==> src/rtl/tx_ctrl_pkg.sv <==
package tx_ctrl_pkg;

  // apb register byte offsets
  localparam logic [7:0] CTRL_OFFSET = 8'h00;
  localparam logic [7:0] STATUS_OFFSET = 8'h04;
  localparam logic [7:0] DRIVER_LATCH_OFFSET = 8'h08;
  localparam logic [7:0] SELFTEST_LATCH_OFFSET = 8'h0C;

  // control register fields
  localparam int CTRL_DRIVER_OFF_BIT = 0;
  localparam int CTRL_SELFTEST_OFF_BIT = 1;
  localparam logic [1:0] CTRL_RESET = 2'h0;

  // latch widths and cleared values
  localparam int BUS_WIDTH = 8;
  localparam int DRIVER_COUNT = 8;
  localparam int CHANNEL_COUNT = 4;
  localparam logic [7:0] DRIVER_LATCH_RESET = 8'h00;
  localparam logic [7:0] SELFTEST_LATCH_RESET = 8'hFF;

  // outputs settle in fewer than 16 reference cycles after release
  localparam int SETTLE_LIMIT = 16;
  // the count stops one short so the settled flag is registered on the fifteenth edge
  localparam logic [3:0] SETTLE_CYCLES = 4'(SETTLE_LIMIT - 2);

  // three-level pin as seen by the level detectors
  typedef enum logic [1:0] {
    PIN_LOW = 2'b00,
    PIN_MID = 2'b01,
    PIN_HIGH = 2'b10,
    PIN_FLOAT = 2'b11
  } three_level_t;

  // pll bit-rate range
  typedef enum logic [1:0] {
    RANGE_195_400 = 2'b00,
    RANGE_400_800 = 2'b01,
    RANGE_800_1500 = 2'b10
  } rate_range_t;

  // reset sequencer, gray along reset -> settle -> run
  typedef enum logic [1:0] {
    SEQ_RESET = 2'b00,
    SEQ_SETTLE = 2'b01,
    SEQ_RUN = 2'b11
  } seq_state_t;

  typedef struct packed {
    logic [23:0] unused;
    logic capture_on_reference;
    logic half_rate;
    logic config_invalid;
    logic outputs_settled;
    logic [1:0] seq_state;
    logic [1:0] rate_range;
  } status_t;

endpackage

==> src/rtl/tx_enable_latch_reset_ctrl.sv <==
// The address map and the APB slave port are this design's own decisions.
`timescale 1ns/1ps
`default_nettype none

module tx_enable_latch_reset_ctrl #(
  parameter logic [23:0] DRIVER_MAP = {3'd7, 3'd6, 3'd5, 3'd4, 3'd3, 3'd2, 3'd1, 3'd0},
  parameter logic [11:0] CHANNEL_MAP = {3'd3, 3'd2, 3'd1, 3'd0}
) (
  input wire logic pclk,
  input wire logic presetn,
  input wire logic psel,
  input wire logic penable,
  input wire logic pwrite,
  input wire logic [7:0] paddr,
  input wire logic [31:0] pwdata,
  input wire logic [3:0] pstrb,
  output logic [31:0] prdata,
  output logic pready,
  output logic pslverr,
  input wire logic device_reset_n,
  input wire logic [1:0] rate_range_select,
  input wire logic half_rate_clock_mode,
  input wire logic transmit_clock_select,
  input wire logic output_latch_enable,
  input wire logic selftest_latch_enable,
  input wire logic [7:0] shared_enable_bus,
  output logic [7:0] serial_output_driver,
  output logic [3:0] channel_selftest_active,
  output logic [1:0] pll_rate_range,
  output logic capture_on_reference,
  output logic config_invalid,
  output logic outputs_settled
);

  logic [7:0] driver_latch;
  logic [7:0] selftest_latch;
  logic [1:0] ctrl;
  logic [3:0] settle_count;
  tx_ctrl_pkg::seq_state_t seq_state;
  tx_ctrl_pkg::seq_state_t next_seq_state;

  // bus bit selected by a 3-bit entry of a mapping table
  function automatic logic pick_bit(input logic [7:0] bus, input logic [2:0] index);
    pick_bit = bus[index];
  endfunction

  // ---------------- three-level select and static pins ----------------
  wire tx_ctrl_pkg::three_level_t select_level = tx_ctrl_pkg::three_level_t'(rate_range_select);
  wire tx_ctrl_pkg::rate_range_t next_range =
    (select_level == tx_ctrl_pkg::PIN_LOW) ? tx_ctrl_pkg::RANGE_195_400 :
    (select_level == tx_ctrl_pkg::PIN_HIGH) ? tx_ctrl_pkg::RANGE_800_1500 :
    tx_ctrl_pkg::RANGE_400_800;
  wire next_invalid = (next_range == tx_ctrl_pkg::RANGE_195_400) && half_rate_clock_mode;
  wire next_capture_ref = !transmit_clock_select;

  // ---------------- reset sequencer ----------------
  wire settle_done = (settle_count == tx_ctrl_pkg::SETTLE_CYCLES);

  always_comb
  begin
    next_seq_state = seq_state;
    unique case (seq_state)
      tx_ctrl_pkg::SEQ_RESET:
        next_seq_state = tx_ctrl_pkg::SEQ_SETTLE;
      tx_ctrl_pkg::SEQ_SETTLE:
        if (settle_done)
          next_seq_state = tx_ctrl_pkg::SEQ_RUN;
      tx_ctrl_pkg::SEQ_RUN:
        next_seq_state = tx_ctrl_pkg::SEQ_RUN;
      default:
        next_seq_state = tx_ctrl_pkg::SEQ_RESET;
    endcase
    if (!device_reset_n)
      next_seq_state = tx_ctrl_pkg::SEQ_RESET;
  end

  wire [3:0] next_settle_count =
    (!device_reset_n || seq_state != tx_ctrl_pkg::SEQ_SETTLE) ? 4'h0 :
    settle_done ? settle_count : settle_count + 4'h1;

  wire next_settled = (next_seq_state == tx_ctrl_pkg::SEQ_RUN);

  always_ff @(posedge pclk or negedge presetn)
  begin
    if (!presetn)
    begin
      seq_state <= tx_ctrl_pkg::SEQ_RESET;
    end
    else
    begin
      seq_state <= next_seq_state;
    end
  end

  always_ff @(posedge pclk or negedge presetn)
  begin
    if (!presetn)
    begin
      settle_count <= 4'h0;
    end
    else
    begin
      settle_count <= next_settle_count;
    end
  end

  always_ff @(posedge pclk or negedge presetn)
  begin
    if (!presetn)
    begin
      outputs_settled <= 1'b0;
    end
    else
    begin
      outputs_settled <= next_settled;
    end
  end

  // ---------------- enable latches ----------------
  // the pins are asynchronous latch gates; here they are sampled each reference
  // edge, so a pulse that falls between two edges is not seen
  // reset clears drivers
  wire [7:0] next_driver_latch =
    !device_reset_n ? tx_ctrl_pkg::DRIVER_LATCH_RESET :
    output_latch_enable ? shared_enable_bus : driver_latch;

  wire [7:0] next_selftest_latch =
    selftest_latch_enable ? shared_enable_bus :
    !device_reset_n ? tx_ctrl_pkg::SELFTEST_LATCH_RESET : selftest_latch;

  always_ff @(posedge pclk or negedge presetn)
  begin
    if (!presetn)
    begin
      driver_latch <= tx_ctrl_pkg::DRIVER_LATCH_RESET;
    end
    else
    begin
      driver_latch <= next_driver_latch;
    end
  end

  always_ff @(posedge pclk or negedge presetn)
  begin
    if (!presetn)
    begin
      selftest_latch <= tx_ctrl_pkg::SELFTEST_LATCH_RESET;
    end
    else
    begin
      selftest_latch <= next_selftest_latch;
    end
  end

  // ---------------- mapping to drivers and channels ----------------
  logic [7:0] next_drivers;
  logic [3:0] next_selftest;

  genvar g;
  generate
    for (g = 0; g < tx_ctrl_pkg::DRIVER_COUNT; g++)
    begin : gen_driver
      assign next_drivers[g] = pick_bit(next_driver_latch, DRIVER_MAP[3*g +: 3]) &&
                               !ctrl[tx_ctrl_pkg::CTRL_DRIVER_OFF_BIT];
    end
    for (g = 0; g < tx_ctrl_pkg::CHANNEL_COUNT; g++)
    begin : gen_channel
      assign next_selftest[g] = !pick_bit(next_selftest_latch, CHANNEL_MAP[3*g +: 3]) &&
                                !ctrl[tx_ctrl_pkg::CTRL_SELFTEST_OFF_BIT];
    end
  endgenerate

  always_ff @(posedge pclk or negedge presetn)
  begin
    if (!presetn)
    begin
      serial_output_driver <= tx_ctrl_pkg::DRIVER_LATCH_RESET;
    end
    else
    begin
      serial_output_driver <= next_drivers;
    end
  end

  always_ff @(posedge pclk or negedge presetn)
  begin
    if (!presetn)
    begin
      channel_selftest_active <= 4'h0;
    end
    else
    begin
      channel_selftest_active <= next_selftest;
    end
  end

  always_ff @(posedge pclk or negedge presetn)
  begin
    if (!presetn)
    begin
      pll_rate_range <= tx_ctrl_pkg::RANGE_400_800;
    end
    else
    begin
      pll_rate_range <= next_range;
    end
  end

  always_ff @(posedge pclk or negedge presetn)
  begin
    if (!presetn)
    begin
      capture_on_reference <= 1'b1;
    end
    else
    begin
      capture_on_reference <= next_capture_ref;
    end
  end

  always_ff @(posedge pclk or negedge presetn)
  begin
    if (!presetn)
    begin
      config_invalid <= 1'b0;
    end
    else
    begin
      config_invalid <= next_invalid;
    end
  end

  // ---------------- apb slave ----------------
  // no wait state: pready rises in the first access cycle, registered from the setup
  // phase, which keeps prdata a flop output without adding a cycle per transfer
  wire setup_phase = psel && !penable && !pready;
  wire write_fire = psel && penable && pready && pwrite;
  wire hit_ctrl = (paddr == tx_ctrl_pkg::CTRL_OFFSET);
  wire hit_status = (paddr == tx_ctrl_pkg::STATUS_OFFSET);
  wire hit_driver = (paddr == tx_ctrl_pkg::DRIVER_LATCH_OFFSET);
  wire hit_selftest = (paddr == tx_ctrl_pkg::SELFTEST_LATCH_OFFSET);
  wire addr_mapped = hit_ctrl || hit_status || hit_driver || hit_selftest;

  tx_ctrl_pkg::status_t status_word;
  assign status_word.unused = 24'h00_0000;
  assign status_word.capture_on_reference = capture_on_reference;
  assign status_word.half_rate = half_rate_clock_mode;
  assign status_word.config_invalid = config_invalid;
  assign status_word.outputs_settled = outputs_settled;
  assign status_word.seq_state = seq_state;
  assign status_word.rate_range = pll_rate_range;

  wire [31:0] read_word =
    hit_ctrl ? {30'h0, ctrl} :
    hit_status ? status_word :
    hit_driver ? {24'h0, driver_latch} :
    hit_selftest ? {24'h0, selftest_latch} : 32'h0000_0000;

  wire [1:0] next_ctrl = (write_fire && hit_ctrl && pstrb[0]) ? pwdata[1:0] : ctrl;

  always_ff @(posedge pclk or negedge presetn)
  begin
    if (!presetn)
    begin
      pready <= 1'b0;
    end
    else
    begin
      pready <= setup_phase;
    end
  end

  always_ff @(posedge pclk or negedge presetn)
  begin
    if (!presetn)
    begin
      pslverr <= 1'b0;
    end
    else
    begin
      pslverr <= setup_phase && !addr_mapped;
    end
  end

  always_ff @(posedge pclk or negedge presetn)
  begin
    if (!presetn)
    begin
      prdata <= 32'h0000_0000;
    end
    else
    begin
      prdata <= (setup_phase && !pwrite) ? read_word : 32'h0000_0000;
    end
  end

  always_ff @(posedge pclk or negedge presetn)
  begin
    if (!presetn)
    begin
      ctrl <= tx_ctrl_pkg::CTRL_RESET;
    end
    else
    begin
      ctrl <= next_ctrl;
    end
  end

endmodule

`default_nettype wire
==> config.mk <==
export PLATFORM = sky130hd
export DESIGN_NAME = tx_enable_latch_reset_ctrl
export DESIGN_NICKNAME = d
export VERILOG_FILES = /design/src/rtl/tx_ctrl_pkg.sv /design/src/rtl/tx_enable_latch_reset_ctrl.sv
export SDC_FILE = /design/constraint.sdc
export NUM_CORES = 1
export LEC_CHECK = 0
export BUFFER_PORTS_ARGS = -buffer_cell sky130_fd_sc_hd__buf_2
export CAP_MARGIN = 5
export CORE_ASPECT_RATIO = 0.6
export CORE_MARGIN = 4
export CORE_UTILIZATION = 47
export CTS_BUF_LIST = sky130_fd_sc_hd__clkbuf_4 sky130_fd_sc_hd__clkbuf_8
export DETAILED_ROUTE_END_ITERATION = 6
export PLACE_DENSITY = 0.82
export SYNTH_ARGS = -nofsm -noshare
export SYNTH_HDL_FRONTEND = slang
export SYNTH_SLANG_ARGS = --single-unit
==> constraint.sdc <==
create_clock -name pclk -period 1.6 [get_ports pclk]
set_input_delay 0.48 -clock pclk [delete_from_list [all_inputs] [get_ports pclk]]
set_output_delay 0.48 -clock pclk [all_outputs]
set_load 0.005 [all_outputs]
==> results.cfg <==
[run_status]
status = finished, final reports clean

[power]
p_leak_nw = 1.420
power_frac_seq = 0.563
pwr-share-clk = 0.328
p_int_mw = 1.893
switchingPower_uw = 565.4
pwr-share-comb = 0.109
peakVddDrop_mv = 0.3801
swShare = 0.2300
powerDensity_nw_per_um2 = 925.2

[synth]
postSynthAreaPerCell_um2 = 11.97
synth_area_leaders = dfrtp_1 (45%), dfstp_2 (12%), buf_4 (8.3%)
synth_top_area_share = 0.4510
synth_cell_types = 34
synth_seq_area_share = 0.5666
synth_area_um2 = 2275
ys_warn_count = 0
ys_ff_latch = 51
syn-instance-count = 190
synth_top_cell_by_area = dfrtp_1

[hold_path]
min_path_type = in2async

[grt]
antenna_found_initial = 0
grt_max_degree = 38
overflow = 0
grt_util_all_layers = 0.1549
grt_pass1_vias = 1425
grt_first_pass_wirelength_mm = 7.086

[floorplanning]
die_x_um = 97.81
die_y_um = 61.89
core_um2 = 4612
start_util = 0.4932
die_area_um2 = 6053
io_pins = 115
rows = 19

[layout]
final_nets = 317
multi_input_comb_area_um2 = 809.5
regArea_um2 = 1289
drive_above_1_share = 0.3651
n_fill_cell = 402
final_area_um2 = 2658
antennaDiodeCount = 0
syn2layout_area_growth_pct = 16.83
layout.cells.non_filler = 315

[setup_path]
r2r_end = settle_count[0]
worstRegToRegCells = 5
start_kind = register
cpPeakStageDelay_ns = 0.55
critPathCaptureType = output port
cp_max_fo = 2
cp_top_family = flip-flops
critPathKind = reg2out
worstPathCellList = buf_2
r2r_slack_ns = 0.32
r2r-start = settle_count[0]
crit_slowest_cell = dfstp_2
cp_num_buf_inv = 1
cp.required_ns = 1.12
cp.arrival_ns = 0.95

[detailed_routing]
drc = 0
ant_nets = 0
finalWirelength_mm = 4.408
wl_per_cell_um = 13.99
drt_iter0_markers = 44
drt_pass1_iterations = 4
vias = 1462
vias_per_cell = 4.641

[cts]
clk_root_buffer_cell = clkbuf_8
post_cts_buffers = 0
cts_tree = yes
clk_path_buf_depth = 2
cts_resized = 0
clk_pin_slew_ns = 0.08
hold_buffers = 0
cts_buffers = 5
insertion_delay_ns = 0.30
cts.sinks = 51
htree_levels = 2

[place]
placement.cell_area_um2 = 2554
hpwl_mm = 3.350
gp_congestion = 0.8050
dp.cells = 307
io_buffers = 57

[timing]
max_freq_mhz = 697.2
rsz0062_at_grt = false
fin_skew_ns = 0.007540
hold_viol = 0
min_period_ns = 1.434
drv_slew = 0
fin_setup_tns_ns = 0
fin_crit_sh = 0.8964
final-setup-viol-count = 0

[flow_run]
maxCapViolations = 0
==> layout by cell type, fill, tap and decap left out, types with 3 or more instances in the layout <==
cell type	Yosys	routed
nor2_1	18	18
conb_1	1	24
dfrtp_1	41	41
nor2b_1	20	20
buf_2	3	57
mux2_2	6	6
clkbuf_8	0	7
inv_1	11	11
buf_4	25	4
a22oi_1	6	6
a21oi_1	7	7
dfstp_2	10	10
a2bb2oi_1	4	4
nand3_1	3	3
mux2i_1	8	8
==> Yosys cell counts, drive strengths merged <==
| master | n |
|---|---|
| buf | 29 |
| nor2b | 20 |
| a31oi | 1 |
| inv | 11 |
| nand2 | 2 |
| a21boi | 1 |
| nor4 | 1 |
| and4b | 1 |
| nand4 | 1 |
| a211oi | 1 |
| xnor2 | 1 |
| nand4b | 1 |
| a2bb2oi | 4 |
| nor3 | 2 |
| conb | 1 |
| a22oi | 6 |
| and3b | 1 |
| dfrtp | 41 |
| o21a | 1 |
| nor2 | 18 |
| mux4 | 2 |
| clkbuf | 2 |
| dfstp | 10 |
| ha | 2 |
| nor3b | 3 |
| nand2b | 1 |
| nand3 | 3 |
| mux2 | 8 |
| a21oi | 7 |
| mux2i | 8 |
==> state kept, by name, indices dropped and copies added (netlist names) <==
name and flops:
seq_state 2, ctrl 2, selftest_latch 8, serial_output_driver 8, pll_rate_range 2, channel_selftest_active 4
prdata 8, capture_on_reference 1, settle_count 4, pslverr 1, driver_latch 8, config_invalid 1
pready 1, outputs_settled 1
==> how the worst max path moves through the flow <==
stage | from | end | cells past startpoint
5_1_grt | capture_on_reference | capture_on_reference | 1
4_1_cts | pll_rate_range[0] | pll_rate_range[0] | 1
2_1_floorplan | paddr[2] | ctrl[0] | 4
3_3_place_gp | paddr[5] | ctrl[0] | 4
3_5_place_dp | paddr[5] | prdata[2] | 5
6_report | pll_rate_range[0] | pll_rate_range[0] | 1
==> per-layer routing <==
layer  routed length [um]  up-vias  GRT usage
met4                   55        0    0.06706
met5                    0        -          0
li1                     -      706          -
met3                  347        8    0.05686
met2                 1932       50     0.2288
met1                 2072      698     0.2097
==> cells by family (layout without fill, tap and decap cells) <==
logic type / Yosys count / after routing / share of synthesized area
compound gates: 21 / 21 / 0.06326
buf+inv: 42 / 81 / 0.1155
simple gates: 54 / 54 / 0.1436
fa+ha+maj: 2 / 2 / 0.01100
mux: 18 / 18 / 0.09461
other cells: 1 / 24 / 0.001649
xor+xnor: 1 / 1 / 0.003851
flops: 51 / 51 / 0.5666
==> area by class of cell <==
type	instances	area share
flip-flops and latches	51	0.4849
multi-input cells	120	0.3046
repair buffers	62	0.1262
clock buffers	8	0.03908
well taps	63	0.02966
inverters	11	0.01554
==> per-stage QoR <==
| step | setup WS, ns | utilization | power, mW | hold slack (ns) |
|---|---|---|---|---|
| final | 0.1657 | 0.5762 | 2.459 | 0.07147 |
| after global routing | 0.1286 | 0.5762 | 2.589 | 0.09150 |
| after CTS | 0.1483 | 0.5762 | 2.487 | 0.07295 |
| after detailed placement | 0.03469 | 0.5537 | 1.676 | 0.4039 |
| after global placement | 0.04346 | 0.5537 | 1.669 | 0.4011 |
| after floorplan | 0.1932 | - | 1.589 | 0.1844 |
==> power groups by stage <==
stage | clock network (mW) | logic, mW | registers [mW]
after global placement | 0 | 0.263 | 1.41
after floorplan | 0 | 0.183 | 1.41
after CTS | 0.832 | 0.270 | 1.38
final | 0.807 | 0.268 | 1.38
after global routing | 0.893 | 0.303 | 1.39
after detailed placement | 0 | 0.268 | 1.41
Power figures use the tool's default switching activity.
